[src/rtl/port_io_pkg.sv]
// Constants, register map and carrier types for the port I/O block
package port_io_pkg;

  // Register indices; byte address is four times the index
  localparam logic [7:0] IDX_GROUP_LEVEL = 8'hE0;
  localparam logic [7:0] IDX_EXTRA_LEVEL = 8'hE1;
  localparam logic [7:0] IDX_GROUP_EDGE = 8'hE5;
  localparam logic [7:0] IDX_EXTRA_EDGE = 8'hE6;
  localparam logic [7:0] IDX_GROUP_IRQ_EN = 8'hE8;
  localparam logic [7:0] IDX_EXTRA_IRQ_EN = 8'hE9;
  localparam logic [7:0] IDX_IRQ_FLAGS = 8'hED;
  localparam logic [7:0] IDX_OUT_A = 8'hF3;
  localparam logic [7:0] IDX_OUT_B = 8'hF4;
  localparam logic [7:0] IDX_BIDIR_DATA = 8'hF6;
  localparam logic [7:0] IDX_BIDIR_DIR = 8'hFC;

  localparam int APB_ADDR_W = 12;

  // Field positions
  localparam int FLAG_GROUP_BIT = 0;
  localparam int FLAG_EXTRA_BIT = 1;
  localparam int OUT_B_CLK_BIT = 0;
  localparam int OUT_B_TONE_BIT = 2;

  // Reset values
  localparam logic [3:0] RST_EDGE = 4'h0;
  localparam logic [3:0] RST_IRQ_EN = 4'h0;
  localparam logic [1:0] RST_FLAGS = 2'h0;
  localparam logic [3:0] RST_OUT_A = 4'h0;
  localparam logic [2:0] RST_OUT_B = 3'h0;
  localparam logic [3:0] RST_BIDIR_DATA = 4'h0;
  localparam logic RST_BIDIR_DIR = 1'b0;

  // Timing
  localparam int CLK_PERIOD_NS = 40;
  localparam int FILTER_TIME_NS = 500000;
  localparam int FILTER_CYCLES_DEF = FILTER_TIME_NS / CLK_PERIOD_NS;
  localparam int CLK_DIV_DEF = 1;

  // Special-output choices for output b bit2
  typedef enum logic [1:0] {
    TONE_PLAIN = 2'b00,
    TONE_INVERTED = 2'b01,
    TONE_ENVELOPE = 2'b11
  } tone_mode_t;

  typedef struct packed {
    logic [3:0] out;
    logic [3:0] oe;
  } bidir_drive_t;

  typedef struct packed {
    logic [3:0] group_a;
    logic [2:0] group_b;
  } out_pins_t;

endpackage

[src/rtl/port_io_with_edge_irq.sv]
// Port I/O block: edge interrupt inputs, output ports, bidir port, APB slave
//
// Implementation choice: the APB slave port.
`timescale 1ns/100ps
module port_io_with_edge_irq
  import port_io_pkg::*;
#(
  parameter int CLK_DIV = CLK_DIV_DEF,
  parameter bit CLK_OUT_EN = 1'b0,
  parameter tone_mode_t TONE_MODE = TONE_PLAIN,
  parameter bit FILTER_EN = 1'b0,
  parameter int FILTER_CYCLES = FILTER_CYCLES_DEF
) (
  // Clock and reset
  input wire logic ref_clk,
  input wire logic srst,
  // APB slave
  input wire logic psel,
  input wire logic penable,
  input wire logic pwrite,
  input wire logic [APB_ADDR_W-1:0] paddr,
  input wire logic [31:0] pwdata,
  output logic [31:0] prdata,
  output logic pready,
  output logic pslverr,
  // Input pins
  input wire logic [3:0] input_group_pins,
  input wire logic extra_input_pin,
  // Tone from melody generator
  input wire logic tone_in,
  // Output pins
  output out_pins_t out_pins,
  // Bidirectional port
  input wire logic [3:0] bidir_port_pins_in,
  output bidir_drive_t bidir_drive,
  output logic bidir_pull_down,
  // Interrupt events to the CPU
  output logic group_irq_flag,
  output logic extra_irq_flag
);

  localparam int DIV_BIT = (CLK_DIV > 1) ? $clog2(CLK_DIV) - 1 : 0;
  localparam int FCNT_W = $clog2(FILTER_CYCLES + 1);

  // Elaboration checks: the tap select and filter counter serve no other values
  if (CLK_DIV < 1 || CLK_DIV > 128 || (CLK_DIV & (CLK_DIV - 1)) != 0) begin : g_bad_div
    $error("CLK_DIV must be a power of two from 1 to 128");
  end
  if (FILTER_CYCLES < 1) begin : g_bad_filter
    $error("FILTER_CYCLES must be at least 1");
  end

  ////////////////////////////////////////////////////////////////////////////
  // Registers
  logic [3:0] group_edge_select;
  logic extra_edge_select;
  logic [3:0] group_irq_enable;
  logic extra_irq_enable;
  logic [3:0] output_group_a;
  logic [2:0] output_b;
  logic [3:0] bidir_data;
  logic bidir_direction_bit;

  ////////////////////////////////////////////////////////////////////////////
  // Synchronizers; first stage feeds only the second
  logic [8:0] sync1;
  logic [8:0] sync2;

  always_ff @(posedge ref_clk) begin
    if (srst) begin
      sync1 <= 9'h000;
      sync2 <= 9'h000;
    end else begin
      sync1 <= {bidir_port_pins_in, extra_input_pin, input_group_pins};
      sync2 <= sync1;
    end
  end

  logic [3:0] group_lvl;
  logic extra_lvl;
  logic [3:0] bidir_lvl;
  assign group_lvl = sync2[3:0];
  assign extra_lvl = sync2[4];
  assign bidir_lvl = sync2[8:5];

  ////////////////////////////////////////////////////////////////////////////
  // Match detection: masked pins always count as matching
  logic [1:0] raw_match;
  assign raw_match[0] = &(~group_irq_enable | ~(group_lvl ^ group_edge_select));
  assign raw_match[1] = ~extra_irq_enable | ~(extra_lvl ^ extra_edge_select);

  logic [1:0] match;
  logic [1:0] match_prev;
  logic [1:0] irq_event;

  // Noise filter per pin series: match must hold FILTER_CYCLES before it counts
  genvar g;
  generate
    for (g = 0; g < 2; g++) begin : g_filter
      if (FILTER_EN) begin : g_on
        logic [FCNT_W-1:0] cnt;
        logic stable;
        always_ff @(posedge ref_clk) begin
          if (srst) begin
            cnt <= '0;
            stable <= 1'b1;
          end else if (raw_match[g] == stable) begin
            cnt <= '0;
          end else if (cnt == FCNT_W'(FILTER_CYCLES - 1)) begin
            cnt <= '0;
            stable <= raw_match[g];
          end else begin
            cnt <= cnt + 1'b1;
          end
        end
        assign match[g] = stable;
      end else begin : g_off
        assign match[g] = raw_match[g];
      end
    end
  endgenerate

  // Reset to matching, so leaving reset raises no event
  always_ff @(posedge ref_clk) begin
    if (srst) begin
      match_prev <= 2'b11;
    end else begin
      match_prev <= match;
    end
  end

  // Only the matching to non-matching step fires
  assign irq_event = match_prev & ~match;

  ////////////////////////////////////////////////////////////////////////////
  // APB decode
  logic setup;
  logic access;
  logic [9:0] word;
  logic wr_go;
  logic rd_go;
  assign setup = psel & ~penable;
  assign access = psel & penable & pready;
  assign word = paddr[APB_ADDR_W-1:2];
  assign wr_go = access & pwrite;
  assign rd_go = access & ~pwrite;

  function automatic logic hit(input logic [9:0] w, input logic [7:0] idx);
    hit = (w == {2'b00, idx});
  endfunction

  logic [1:0] irq_flags;

  ////////////////////////////////////////////////////////////////////////////
  // Edge selects: 1 picks the falling edge
  always_ff @(posedge ref_clk) begin
    if (srst) begin
      group_edge_select <= RST_EDGE;
      extra_edge_select <= RST_EDGE[0];
    end else if (wr_go) begin
      if (hit(word, IDX_GROUP_EDGE)) begin
        group_edge_select <= pwdata[3:0];
      end
      if (hit(word, IDX_EXTRA_EDGE)) begin
        extra_edge_select <= pwdata[0];
      end
    end
  end

  // Enabling a pin whose level already differs fires at once
  always_ff @(posedge ref_clk) begin
    if (srst) begin
      group_irq_enable <= RST_IRQ_EN;
      extra_irq_enable <= RST_IRQ_EN[0];
    end else if (wr_go) begin
      if (hit(word, IDX_GROUP_IRQ_EN)) begin
        group_irq_enable <= pwdata[3:0];
      end
      if (hit(word, IDX_EXTRA_IRQ_EN)) begin
        extra_irq_enable <= pwdata[0];
      end
    end
  end

  // Factor flags: a new event in the clearing read's cycle survives
  always_ff @(posedge ref_clk) begin
    if (srst) begin
      irq_flags <= RST_FLAGS;
    end else begin
      for (int i = 0; i < 2; i++) begin
        if (irq_event[i]) begin
          irq_flags[i] <= 1'b1;
        end else if (rd_go && hit(word, IDX_IRQ_FLAGS)) begin
          irq_flags[i] <= 1'b0;
        end
      end
    end
  end

  always_ff @(posedge ref_clk) begin
    if (srst) begin
      group_irq_flag <= 1'b0;
      extra_irq_flag <= 1'b0;
    end else begin
      group_irq_flag <= irq_flags[FLAG_GROUP_BIT];
      extra_irq_flag <= irq_flags[FLAG_EXTRA_BIT];
    end
  end

  ////////////////////////////////////////////////////////////////////////////
  // Output data registers
  always_ff @(posedge ref_clk) begin
    if (srst) begin
      output_group_a <= RST_OUT_A;
      output_b <= RST_OUT_B;
    end else if (wr_go) begin
      if (hit(word, IDX_OUT_A)) begin
        output_group_a <= pwdata[3:0];
      end
      if (hit(word, IDX_OUT_B)) begin
        output_b <= pwdata[2:0];
      end
    end
  end

  // Bidir data accepted in either direction; reads return the pins, not this
  always_ff @(posedge ref_clk) begin
    if (srst) begin
      bidir_data <= RST_BIDIR_DATA;
      bidir_direction_bit <= RST_BIDIR_DIR;
    end else if (wr_go) begin
      if (hit(word, IDX_BIDIR_DATA)) begin
        bidir_data <= pwdata[3:0];
      end
      if (hit(word, IDX_BIDIR_DIR)) begin
        bidir_direction_bit <= pwdata[0];
      end
    end
  end

  ////////////////////////////////////////////////////////////////////////////
  // Divided clock
  logic [6:0] div_cnt;
  logic div_tap;

  // Free-running; the tap bit alone sets the divide ratio
  always_ff @(posedge ref_clk) begin
    if (srst) begin
      div_cnt <= 7'h00;
    end else begin
      div_cnt <= div_cnt + 7'h01;
    end
  end

  assign div_tap = div_cnt[DIV_BIT];

  ////////////////////////////////////////////////////////////////////////////
  // Pin drivers
  logic pin_b0;
  logic pin_b2;
  logic pin_b0_out;
  logic [3:0] pin_a;
  logic pin_b1;

  // Plain output pins, one flop each
  always_ff @(posedge ref_clk) begin
    if (srst) begin
      pin_a <= '0;
      pin_b1 <= 1'b0;
    end else begin
      pin_a <= output_group_a;
      pin_b1 <= output_b[1];
    end
  end

  // Special-output pins
  always_ff @(posedge ref_clk) begin
    if (srst) begin
      pin_b0 <= 1'b0;
      pin_b2 <= 1'b0;
    end else begin
      // Gating is synchronous, so on/off does not glitch except at divide 1
      if (CLK_OUT_EN && CLK_DIV > 1) begin
        pin_b0 <= output_b[OUT_B_CLK_BIT] & div_tap;
      end else begin
        pin_b0 <= output_b[OUT_B_CLK_BIT];
      end
      case (TONE_MODE)
        TONE_INVERTED: pin_b2 <= ~tone_in;
        TONE_ENVELOPE: pin_b2 <= tone_in;
        default: pin_b2 <= output_b[OUT_B_TONE_BIT];
      endcase
    end
  end

  // Bidir drivers; the direction fans out to every pin at once
  always_ff @(posedge ref_clk) begin
    if (srst) begin
      bidir_drive <= '0;
    end else begin
      bidir_drive.out <= bidir_data;
      bidir_drive.oe <= {4{bidir_direction_bit}};
    end
  end

  // Divide by one needs the raw clock, which no flop can produce
  generate
    if (CLK_OUT_EN && CLK_DIV == 1) begin : g_div1
      logic gate_q;
      always_ff @(posedge ref_clk) begin
        if (srst) begin
          gate_q <= 1'b0;
        end else begin
          gate_q <= output_b[OUT_B_CLK_BIT];
        end
      end
      assign pin_b0_out = gate_q & ref_clk;
    end else begin : g_divn
      assign pin_b0_out = pin_b0;
    end
  endgenerate

  assign out_pins = {pin_a, pin_b2, pin_b1, pin_b0_out};

  ////////////////////////////////////////////////////////////////////////////
  // Pull-down for one clock, during the access cycle of an input-mode read
  // Read data is latched at setup, so the pull cannot disturb it
  always_ff @(posedge ref_clk) begin
    if (srst) begin
      bidir_pull_down <= 1'b0;
    end else begin
      bidir_pull_down <= setup & ~pwrite & hit(word, IDX_BIDIR_DATA) & ~bidir_direction_bit;
    end
  end

  ////////////////////////////////////////////////////////////////////////////
  // APB read mux and response, zero wait states
  // Writes answer zero data; unmapped words answer an error
  logic [31:0] next_prdata;
  logic next_err;

  always_comb begin
    next_prdata = 32'h0000_0000;
    next_err = 1'b0;
    case (word)
      {2'b00, IDX_GROUP_LEVEL}: next_prdata[3:0] = group_lvl;
      {2'b00, IDX_EXTRA_LEVEL}: next_prdata[0] = extra_lvl;
      {2'b00, IDX_GROUP_EDGE}: next_prdata[3:0] = group_edge_select;
      {2'b00, IDX_EXTRA_EDGE}: next_prdata[0] = extra_edge_select;
      {2'b00, IDX_GROUP_IRQ_EN}: next_prdata[3:0] = group_irq_enable;
      {2'b00, IDX_EXTRA_IRQ_EN}: next_prdata[0] = extra_irq_enable;
      {2'b00, IDX_IRQ_FLAGS}: next_prdata[1:0] = irq_flags;
      {2'b00, IDX_OUT_A}: next_prdata[3:0] = output_group_a;
      {2'b00, IDX_OUT_B}: next_prdata[2:0] = output_b;
      {2'b00, IDX_BIDIR_DATA}: next_prdata[3:0] = bidir_lvl;
      {2'b00, IDX_BIDIR_DIR}: next_prdata[0] = bidir_direction_bit;
      default: next_err = 1'b1;
    endcase
  end

  always_ff @(posedge ref_clk) begin
    if (srst) begin
      prdata <= 32'h0000_0000;
      pready <= 1'b0;
      pslverr <= 1'b0;
    end else if (setup) begin
      prdata <= pwrite ? 32'h0000_0000 : next_prdata;
      pready <= 1'b1;
      pslverr <= next_err;
    end else begin
      pready <= 1'b0;
      pslverr <= 1'b0;
    end
  end

endmodule // port_io_with_edge_irq

[config.mk]
export PLATFORM = sky130hd
export DESIGN_NAME = port_io_with_edge_irq
export DESIGN_NICKNAME = d
export VERILOG_FILES = /design/src/rtl/port_io_pkg.sv /design/src/rtl/port_io_with_edge_irq.sv
export SDC_FILE = /design/constraint.sdc
export NUM_CORES = 1
export LEC_CHECK = 0
export ABC_AREA = 0
export BUFFER_PORTS_ARGS = -buffer_cell sky130_fd_sc_hd__buf_4
export CAP_MARGIN = 20
export CORE_UTILIZATION = 46
export CTS_BUF_LIST = sky130_fd_sc_hd__clkbuf_8
export DETAILED_ROUTE_END_ITERATION = 8
export HOLD_SLACK_MARGIN = 0.15
export PLACE_DENSITY = 0.9
export SLEW_MARGIN = 10
export SYNTH_ARGS = -nofsm -noshare
export SYNTH_HDL_FRONTEND = slang
export SYNTH_SLANG_ARGS = --single-unit
[constraint.sdc]
create_clock -name ref_clk -period 1.6 [get_ports ref_clk]
set_clock_uncertainty 0.2 [all_clocks]
set_input_delay 0.08 -clock ref_clk [delete_from_list [all_inputs] [get_ports ref_clk]]
set_output_delay 0.08 -clock ref_clk [all_outputs]
set_load 0.005 [all_outputs]
* Word level (Yosys, flattened, before mapping)
Cells that the tools add are included.
** Word-level totals
- Input bits :: 59
- Logic and storage cells :: 82
- Output and inout bits :: 52
- Flip-flop bits (word level) :: 93
** Cells by class
- Bitwise logic cells :: 22
- Eq/ne operators :: 11
- Mux-type cells :: 10
- Reductions and logical operators :: 14
** Operators with widths (number)
- 10-bit by 8-bit == test with 1-bit output (second input constant) :: 11
- 2-bit AND reduction :: 8
- 1-bit one-hot mux with 11 select lines :: 1
- 11-bit OR reduction :: 1
- 1-bit bitwise AND :: 8
- 4-bit NOT :: 2
- 1-bit one-hot mux with 7 select lines :: 1
- 1-bit NOT :: 6
- 1-bit one-hot mux with 6 select lines :: 1
- 1-bit 2-to-1 mux :: 5
- 1-bit one-hot mux with 5 select lines :: 1
- 4-bit 2-to-1 mux :: 1
- 4-bit bitwise OR :: 1
- 4-bit AND reduction :: 1
- 2-bit nonzero test :: 2
- 4-bit XOR :: 1
- 2-bit bitwise AND :: 1
- 2-bit NOT :: 1
- 2-bit OR reduction :: 1
- 1-bit logical AND :: 1
- 1-bit bitwise OR :: 1
- 1-bit XOR :: 1

* Logic depth before layout (Yosys ltp)
Gate-level depths: netlist (run 1).
- Word-level depth :: 7
- Gate-level depth with buffers :: 7
- Mapped depth without buffers :: 5

* Least setup slack after synthesis (run 1)
No wires, ideal clock.
- Path kind :: reg-to-reg
- Start :: reg pready
- End :: reg group_edge_select[0]
- Arrival :: 1.290 ns
- Setup time :: 0.128 ns
- Period minus slack after synthesis :: 1.617 ns
- Required time :: 1.272 ns
- Cell stages (with the launch flop) :: 6
- Buffers on the path :: 0
- Setup slack :: -0.017 ns
- Path through :: dfxtp_1 and4_1 nand3_2 nor3b_4 mux2i_1 nor2_1
** Between the ends
- Cells in the longest elaborated chain, start to end :: 3
** RTL lines
- from (decl) :: RTL line port_io_with_edge_irq.sv:24 : output logic pready,
- from (signal assigned) :: RTL line port_io_with_edge_irq.sv:364 : pready <= 1'b0;
- from (signal assigned) :: RTL line port_io_with_edge_irq.sv:368 : pready <= 1'b1;
- from (signal assigned) :: RTL line port_io_with_edge_irq.sv:371 : pready <= 1'b0;
- 1-bit bitwise AND :: RTL line port_io_with_edge_irq.sv:143 : assign access = psel & penable & pready;
- 1-bit bitwise AND :: RTL line port_io_with_edge_irq.sv:145 : assign wr_go = access & pwrite;
- 2-bit AND reduction (no line)
- to (signal assigned) :: RTL line port_io_with_edge_irq.sv:162 : group_edge_select <= pwdata[3:0];
- to (decl) :: RTL line port_io_with_edge_irq.sv:55 : logic [3:0] group_edge_select;
Every way passes these cells.
A chain may end at the register's enable or synchronous reset.

* Worst setup path in the final report (run 1)
- Start :: reg pready
- End :: reg output_group_a[2]
** Between the ends
- Cells in the longest elaborated chain, start to end :: 3
** RTL lines
- 1-bit bitwise AND :: RTL line port_io_with_edge_irq.sv:143
- 1-bit bitwise AND :: RTL line port_io_with_edge_irq.sv:145
- 2-bit AND reduction (no line)
- to (signal assigned) :: RTL line port_io_with_edge_irq.sv:218 : output_group_a <= pwdata[3:0];
- to (decl) :: RTL line port_io_with_edge_irq.sv:59 : logic [3:0] output_group_a;
Every way passes these cells.

==> flow_metrics.py, run 1 <==
metrics = {
    "run_status": {
        "status": "finished, violations left",
        "violations": "hold timing, setup timing",
    },
    "global_routing": {
        "global_route.overflow_total": 0,
        "grt_pass1_vias": 2283,
        "antenna_found_initial": 0,
        "grt_pass1_wl_um": 10400,
        "grt_util_all_layers_pct": 21.7,
        "grt_max_degree": 48,
    },
    "clocking": {
        "htree_levels": 3,
        "clockBufferDepth": 2,
        "cts_tree": "built",
        "cts_buffers": 9,
        "clkTransAtPathRegs_ns": 0.08,
        "clk_latency_ns": 0.35,
        "cts_root_buffer": "clkbuf_8",
        "numClockSinks": 65,
    },
    "critical_path": {
        "critPathMaxFanout": 5,
        "slowest_delay_ns": 0.34,
        "path_cells": "and4_4 > nand2_1 > nor2_2 > mux2i_1 > nor2_1",
        "crit_type": "reg2reg",
        "cp.required_ns": 1.64,
        "crit_path_start_kind": "register",
        "cpMaxStageDelayCell": "dfxtp_2",
        "critPathCaptureType": "register",
        "critPathArrivalTime_ns": 1.67,
    },
    "route": {
        "drt-total-wl_um": 6680,
        "drt-initial-drc-count": 106,
        "vias": 2457,
        "dr.pass1.iters": 4,
        "ant_nets": 0,
        "vias_per_cell": 4.94,
        "drc_errors": 0,
        "avgRoutedWirePerCell_um": 13.4,
    },
    "synth": {
        "synth_edf_count": 0,
        "ys_ff_latch": 65,
        "synthCells": 301,
        "synth.distinct_cells": 45,
        "netlist_area_um2": 2890,
        "synth-seq-area-share_pct": 45.1,
        "syn_avg_cell_area_um2": 9.59,
        "yosys_warnings": 0,
        "synth_ff_type": "dfxtp_1",
        "async_reset_ff_share_pct": 0,
    },
    "die": {
        "dieArea_um2": 6590,
        "rows": 28,
        "initial_core_util_pct": 48.2,
        "pin_count": 111,
        "die_w_um": 81.2,
        "coreArea_um2": 5990,
        "fp.dieH_um": 81.2,
    },
    "cells_and_area": {
        "layout.nets": 476,
        "post-route-util_pct": 68.3,
        "area_growth_syn_to_layout_pct": 41.8,
        "n_antenna_cell": 0,
        "drive_gt1_share_pct": 27.3,
        "layout_commonest_cell": "buf_4",
        "mostFrequentLayoutCells": "buf_4 (80), dfxtp_1 (62), dlygate4sd3_1 (45)",
    },
    "power_and_ir_drop": {
        "combPwrFrac_pct": 9.1,
        "p_int_mw": 2.71,
        "power_frac_seq_pct": 46.4,
        "sw_frac_of_total_pct": 23.6,
        "power.density_nw_per_um2": 867,
        "irDropWorstVdd_mv": 0.835,
        "total_power_mw": 3.55,
        "total_leakage_power_nw": 1.89,
        "switchingPower_uw": 838,
        "pwr-share-clk_pct": 44.4,
    },
    "min_path": {
        "min_path_type": "in2reg",
    },
    "placed_design": {
        "hpwl_um": 4590,
        "numPortBuffers": 51,
        "gp_congestion": 0.956,
        "dp_worst_setup_slack_ns": -0.141,
    },
    "sta": {
        "grt_setup_unrepaired": "true",
        "fmax_ghz": 0.612,
        "finalCritPeriodShare_pct": 102,
        "worst_slack_ns": -0.0347,
        "slew_violations": 0,
        "hold_violations": 16,
        "holdWs_ns": -0.0452,
        "fin_crit_ns": 1.63,
        "setup_tns_ns": -0.102,
        "finalSetupViolations": 6,
    },
    "job": {
        "max-cap-violations": 0,
    },
}
worst paths after layout:
check                              startpoint                end  slack (ns)  cells after the start
worst max-delay path                   pready  output_group_a[2]       -0.03                      5
worst min-delay path                     srst  extra_edge_select       -0.05                      2
worst max register to register         pready  output_group_a[2]       -0.03                      5
worst min register to register  match_prev[1]       irq_flags[1]        0.25                      2
repair_timing:
action                     CTS  global route
hold buffers                44             2
setup endpoints to repair   15            21
pin swaps                    4             2
hold endpoints to repair    56            21
gates resized for setup      5             9
buffers inserted             0             1
metrics by stage:
step	std cells	cell area [um^2]
2_1_floorplan	328	2990
3_3_place_gp	434	3360
3_5_place_dp	434	3360
4_1_cts	494	4040
5_1_grt	497	4090
6_report	497	4090
Yosys cell counts, types with 2 or more instances:
cell type | instances | area share (%)
a21oi_1 | 8 | 1.4
a22o_1 | 3 | 0.91
a22oi_1 | 2 | 0.52
a32o_1 | 2 | 0.69
and3_1 | 2 | 0.43
and3b_1 | 5 | 1.5
and4_1 | 3 | 0.91
buf_2 | 3 | 0.52
buf_4 | 34 | 8.8
clkbuf_1 | 9 | 1.2
dfxtp_1 | 65 | 45
inv_1 | 6 | 0.78
mux2i_1 | 26 | 9.0
nand2_1 | 10 | 1.3
nand3_1 | 11 | 1.9
nand3b_1 | 2 | 0.52
nor2_1 | 28 | 3.6
nor2_2 | 2 | 0.43
nor2b_1 | 34 | 7.4
nor3_1 | 6 | 1.0
nor4b_4 | 2 | 1.6
o21ai_0 | 8 | 1.4
o22ai_1 | 2 | 0.43
o32ai_1 | 3 | 0.91
xor2_1 | 5 | 1.5
power by group through the flow:
stage | clock network [mW] | registers [mW] | logic [mW]
2_1_floorplan | 0 | 1.68 | 0.169
3_3_place_gp | 0 | 1.68 | 0.240
4_1_cts | 1.60 | 1.65 | 0.310
5_1_grt | 1.68 | 1.65 | 0.353
3_5_place_dp | 0 | 1.69 | 0.245
6_report | 1.58 | 1.65 | 0.323
layout make-up:
type | instances | area, um^2
clock buffers | 9 | 124
clock inverters | 7 | 101
well taps | 75 | 93.8
flip-flops and latches | 65 | 1310
multi-input cells | 209 | 1380
repair buffers | 126 | 1060
fillers | 490 | 1900
inverters | 6 | 22.5
per-layer routing:
metal,global-route usage (%),vias to the layer above,share of wire (%)
li1,-,1201,-
met1,24.4,1141,41
met2,36.4,96,49
met3,6.97,19,6.4
met4,11.8,0,3.0
met5,0,-,0
logic make-up after synthesis:
kind of cell	after synthesis	synth area share, %
other	1	0.130
buffers and inverters	54	11.6
and+or+nand+nor	114	23.9
AOI/OAI and AO/OA	36	8.76
DFF	65	45.1
xor gates and xnor gates	5	1.52
muxes	26	9.02
registers in the layout (all words and copies together), names as in the netlist, 2 cells and up:
register / flops
bidir_data: 4
bidir_drive: 5
group_edge_select: 4
group_irq_enable: 4
irq_flags: 2
match_prev: 2
output_b: 3
output_group_a: 4
pin_a: 4
prdata: 4
sync1: 9
sync2: 9
critical path: cells and delay by family (launching register included):
family           cells  cell delay [ns]
DFF                  1             0.34
muxes                1             0.23
and+or+nand+nor      4             0.75
Note: power is estimated with default switching activity, not from simulation.
==> run 2, diff against run 1 <==
Settings changed: SKIP_CTS_REPAIR_TIMING set to 1.
==> run 2 against run 1 <==
Compared with the run above: the flow still finishes with violations (hold timing, setup timing); clock-buffer cell count unchanged; power fell by 0.13%; clock power about the same; routed wire length shrank 1.7%; via count decreased by 1.3%; cell area shrank 0.46%; first-iteration DRC count decreased by 25%; register-to-register slack about the same; worst hold slack worse by 0.00099 ns; sequential share of layout area up 0.12 points; cell count down 0.40%; sequential cell count did not move; largest cell class unchanged; highest routed layer unchanged.
==> flow_metrics.py, run 2 (same netlist as run 1, synthesis figures left out) <==
metrics = {
    "run_status": {
        "status": "finished, violations left",
        "violations": "hold timing, setup timing",
    },
    "global_routing": {
        "grt-busiest-layer": "met2",
        "grt_pass1_wl_um": 9600,
        "grt_pass1_vias": 2041,
        "grt_max_degree": 48,
        "global_route.overflow_total": 0,
        "gr-usage-met2_pct": 32.4,
        "grt_use_met3_pct": 6.52,
        "met1_usage_pct": 23.8,
        "grt_util_all_layers_pct": 20.1,
        "antenna_found_initial": 0,
    },
    "power_and_ir_drop": {
        "pwr-share-clk_pct": 44.5,
        "p_int_mw": 2.71,
        "switchingPower_uw": 835,
        "total_leakage_power_nw": 1.87,
        "power_frac_seq_pct": 46.5,
        "total_power_mw": 3.54,
        "irDropWorstVdd_mv": 0.834,
        "power.density_nw_per_um2": 870,
        "sw_frac_of_total_pct": 23.6,
        "combPwrFrac_pct": 9.0,
    },
    "sta": {
        "holdWs_ns": -0.0462,
        "worst_slack_ns": -0.0429,
        "slew_violations": 0,
        "finalCritPeriodShare_pct": 103,
        "fmax_ghz": 0.609,
        "hold_violations": 16,
        "grt_setup_unrepaired": "true",
        "finalSetupViolations": 4,
        "fin_crit_ns": 1.64,
    },
    "cells_and_area": {
        "drive_gt1_share_pct": 26.9,
        "n_antenna_cell": 0,
        "num-fill-cells": 488,
        "largestRegisters": "sync1 (9), sync2 (9), bidir_drive (5)",
        "layout.nets": 474,
        "area_growth_syn_to_layout_pct": 41.2,
        "fin_cells": 495,
        "final_area_um2": 4070,
        "layout_commonest_cell": "buf_4",
        "mostFrequentLayoutCells": "buf_4 (80), dfxtp_1 (63), dlygate4sd3_1 (44)",
    },
    "route": {
        "drt-initial-drc-count": 79,
        "vias_per_cell": 4.90,
        "dr.pass1.iters": 4,
        "avgRoutedWirePerCell_um": 13.3,
        "drt-total-wl_um": 6570,
        "drc_errors": 0,
        "ant_nets": 0,
        "vias": 2426,
    },
    "critical_path": {
        "ff2ff_setup_slack_ns": -0.04,
        "r2r-end": "group_edge_select[3]",
        "crit_path_start_kind": "register",
        "reg2regPathDepth": 5,
        "critPathCaptureType": "register",
        "critPathMaxFanout": 4,
        "crit_type": "reg2reg",
        "cp.required_ns": 1.63,
        "critPathArrivalTime_ns": 1.67,
        "r2r_start": "pready",
    },
    "clocking": {
        "cts_tree": "built",
        "cts_buffers": 9,
        "clk_latency_ns": 0.35,
        "clockBufferDepth": 2,
        "numClockSinks": 65,
        "clkTransAtPathRegs_ns": 0.08,
        "cts_root_buffer": "clkbuf_8",
        "htree_levels": 3,
    },
    "placed_design": {
        "gp_congestion": 0.956,
        "placed_cells": 434,
        "dpl_cell_area_um2": 3360,
        "hpwl_um": 4590,
        "numPortBuffers": 51,
    },
    "min_path": {
        "worstHoldStart": "paddr[4]",
        "hold_end": "pslverr",
        "min_path_type": "in2reg",
        "hold_depth": 3,
    },
    "die": {
        "pin_count": 111,
        "dieArea_um2": 6590,
        "initial_core_util_pct": 48.2,
        "coreArea_um2": 5990,
        "fp.dieH_um": 81.2,
        "die_w_um": 81.2,
        "rows": 28,
    },
    "job": {
        "max-cap-violations": 0,
    },
}
==> run 2: cell types whose count changed in the layout (fill, tap and decap cells not counted), sizes merged <==
| cell | change |
|---|---|
| dlymetal6s4s | -1 |
| dlygate4sd3 | -1 |
==> run 2: power groups by stage <==
stage	Combinational, mW	Sequential, mW	Clock (mW)
floorplan	0.169	1.68	0
global placement	0.240	1.68	0
detailed placement	0.245	1.69	0
CTS	0.246	1.65	1.60
global route	0.350	1.65	1.69
finish	0.320	1.65	1.58
==> run 2: final cells by class <==
cell class	instances	area [um^2]	area share (%)
Inverter	6	22.5	0.553
Timing Repair Buffer	124	1040	25.6
Sequential cell	65	1300	32.0
Tap cell	75	93.8	2.30
Multi-Input combinational cell	209	1390	34.0
Clock buffer	9	124	3.04
Clock inverter	7	101	2.49
==> run 2: worst max path at each step <==
stage / from / slack (ns) / endpoint
2_1_floorplan: pready / 0.002 / group_edge_select[0]
3_3_place_gp: paddr[4] / -0.08 / group_irq_enable[0]
3_5_place_dp: paddr[2] / -0.14 / bidir_data[3]
4_1_cts: pready / -0.09 / group_edge_select[3]
5_1_grt: pready / -0.16 / group_edge_select[3]
6_report: pready / -0.04 / group_edge_select[3]
==> run 2: routing by layer <==
layer  wire, um  vias up
met5          0        -
met4        173        0
met3        395       15
met2       3220       84
met1       2780     1128
li1           -     1199
==> run 2: worst max-delay path, cell delays in order, from the launching register on <==
cell and delay (ns):
dfxtp_2 0.34, and4_4 0.24, nand3_4 0.09, nor3b_4 0.34, mux2i_1 0.24, nor2_1 0.06
==> run 2: metrics by stage <==
step	setup WS, ns	utilization, %	TNS, ns
2_1_floorplan	0.00246	-	0
3_3_place_gp	-0.0827	56.1	-0.993
3_5_place_dp	-0.141	56.1	-1.77
4_1_cts	-0.0871	59.9	-0.649
5_1_grt	-0.160	68.0	-0.648
6_report	-0.0429	68.0	-0.0911
==> run 3, diff against run 2 <==
Settings changed: CORE_MARGIN set to 3.
==> run 3 against run 2 <==
Compared with the run above: the run still ends with hold timing, setup timing left; cell area is 2.9% lower; first-iteration DRC count is 94% higher; sequential power hardly changed; clock-buffer cell count stayed put; die area is 10% higher; core utilization is 1.9 points lower; routed wire length is 2.6% higher; sequential share of layout area is 0.94 points higher; non-clock buffer count is 6 lower; critical endpoint is now group_edge_select[0]; largest cell class unchanged; highest routed layer unchanged.
==> flow_metrics.py, run 3 (same netlist as run 1, synthesis figures left out) <==
metrics = {
    "run_status": {
        "status": "finished, violations left",
        "violations": "hold timing, setup timing",
    },
    "clocking": {
        "clk_latency_ns": 0.34,
        "clkTransAtPathRegs_ns": 0.07,
        "cts_buffers": 9,
        "cts_root_buffer": "clkbuf_8",
        "cts_tree": "built",
        "clockBufferDepth": 2,
        "htree_levels": 3,
        "numClockSinks": 65,
    },
    "die": {
        "coreArea_um2": 5990,
        "pin_count": 111,
        "dieArea_um2": 7260,
        "fp.dieH_um": 85.2,
        "rows": 28,
        "die_w_um": 85.2,
        "initial_core_util_pct": 48.2,
    },
    "critical_path": {
        "startpoint": "pready",
        "cpMaxStageDelayCell": "dfxtp_2",
        "cp.required_ns": 1.61,
        "crit_family": "simple AND/OR/NAND/NOR gates",
        "r2r_start": "pready",
        "path_cells": "and4_4 > nand3_4 > nor3b_4 > buf_6 > mux2i_1 > nor2_1",
        "critPathArrivalTime_ns": 1.62,
        "critPathCaptureType": "register",
        "crit_type": "reg2reg",
        "worst-path-buf-inv": 1,
        "critPathMaxFanout": 4,
        "slowest_delay_ns": 0.33,
        "crit_path_start_kind": "register",
    },
    "power_and_ir_drop": {
        "total_leakage_power_nw": 1.83,
        "irDropWorstVdd_mv": 0.538,
        "sw_frac_of_total_pct": 22.7,
        "total_power_mw": 3.23,
        "power.density_nw_per_um2": 817,
        "switchingPower_uw": 734,
        "power_frac_seq_pct": 51.1,
        "p_int_mw": 2.50,
        "pwr-share-clk_pct": 39.4,
        "combPwrFrac_pct": 9.6,
    },
    "global_routing": {
        "grt_util_all_layers_pct": 18.0,
        "grt_use_met3_pct": 5.73,
        "grt_max_degree": 25,
        "grt-busiest-layer": "met2",
        "met1_usage_pct": 22.2,
        "grt_pass1_wl_um": 10200,
        "antenna_found_initial": 0,
        "global_route.overflow_total": 0,
        "grt_pass1_vias": 2153,
        "gr-usage-met2_pct": 29.0,
    },
    "cells_and_area": {
        "layout.nets": 468,
        "drive_gt1_share_pct": 26.6,
        "layout_commonest_cell": "buf_4",
        "final_area_um2": 3960,
        "num-fill-cells": 493,
        "post-route-util_pct": 66.0,
        "n_antenna_cell": 0,
        "fin_cells": 488,
        "largestRegisters": "sync1 (9), sync2 (9), bidir_drive (5)",
        "mostFrequentLayoutCells": "buf_4 (80), dfxtp_1 (63), dlygate4sd3_1 (37)",
        "area_growth_syn_to_layout_pct": 37.1,
    },
    "sta": {
        "finalSetupViolations": 3,
        "worst_slack_ns": -0.00499,
        "holdWs_ns": -0.133,
        "grt_setup_unrepaired": "true",
        "setup_tns_ns": -0.00749,
        "hold_violations": 14,
        "slew_violations": 0,
        "fin_crit_ns": 1.60,
        "finalCritPeriodShare_pct": 100,
        "fmax_ghz": 0.623,
    },
    "min_path": {
        "min_path_type": "in2reg",
        "worstHoldStart": "srst",
    },
    "route": {
        "vias_per_cell": 4.98,
        "avgRoutedWirePerCell_um": 13.8,
        "ant_nets": 0,
        "drt-initial-drc-count": 153,
        "vias": 2429,
        "drt-total-wl_um": 6740,
        "drc_errors": 0,
        "dr.pass1.iters": 4,
    },
    "placed_design": {
        "dp_worst_setup_slack_ns": -0.123,
        "dpl_cell_area_um2": 3370,
        "hpwl_um": 4700,
        "numPortBuffers": 51,
        "placed_cells": 435,
        "gp_congestion": 0.915,
    },
    "job": {
        "max-cap-violations": 0,
    },
}
-- run 3: cell types whose count changed in the layout (fill, tap and decap cells not counted), sizes merged --
| cell | before | now |
|---|---|---|
| dlygate4sd3 | 44 | 37 |
| inv | 9 | 8 |
| buf | 80 | 81 |
| bufinv | 2 | 1 |
| clkinv | 1 | 3 |
| clkinvlp | 1 | 0 |
-- run 3: path summary, 6_finish.rpt --
check	endpoint	slack, ns	cells after the start
worst max-delay path	group_edge_select[0]	-0.005	6
worst max register to register	group_edge_select[0]	-0.005	6
worst min register to register	irq_flags[0]	0.24	2
worst min-delay path	prdata[1]	-0.13	2
-- run 3: layout make-up --
class / count / area, um^2 / area share (%)
Tap cell: 75 / 93.8 / 2.37
Inverter: 6 / 22.5 / 0.569
Clock buffer: 9 / 124 / 3.13
Timing Repair Buffer: 118 / 982 / 24.8
Multi-Input combinational cell: 209 / 1380 / 34.8
Sequential cell: 65 / 1300 / 33.0
Clock inverter: 6 / 52.6 / 1.33
-- run 3: routing by layer --
| metal | vias up | part of all wire (%) |
|---|---|---|
| met3 | 18 | 7.1 |
| met1 | 1139 | 41 |
| met5 | - | 0 |
| met4 | 0 | 2.3 |
| met2 | 92 | 50 |
| li1 | 1180 | - |
-- run 3: power groups by stage --
stage                     logic (mW)  registers [mW]  clock network [mW]
after floorplan                0.169            1.68                   0
after global placement         0.243            1.68                   0
after CTS                      0.247            1.65                1.30
final                          0.309            1.65                1.27
after detailed placement       0.246            1.69                   0
after global routing           0.338            1.65                1.38
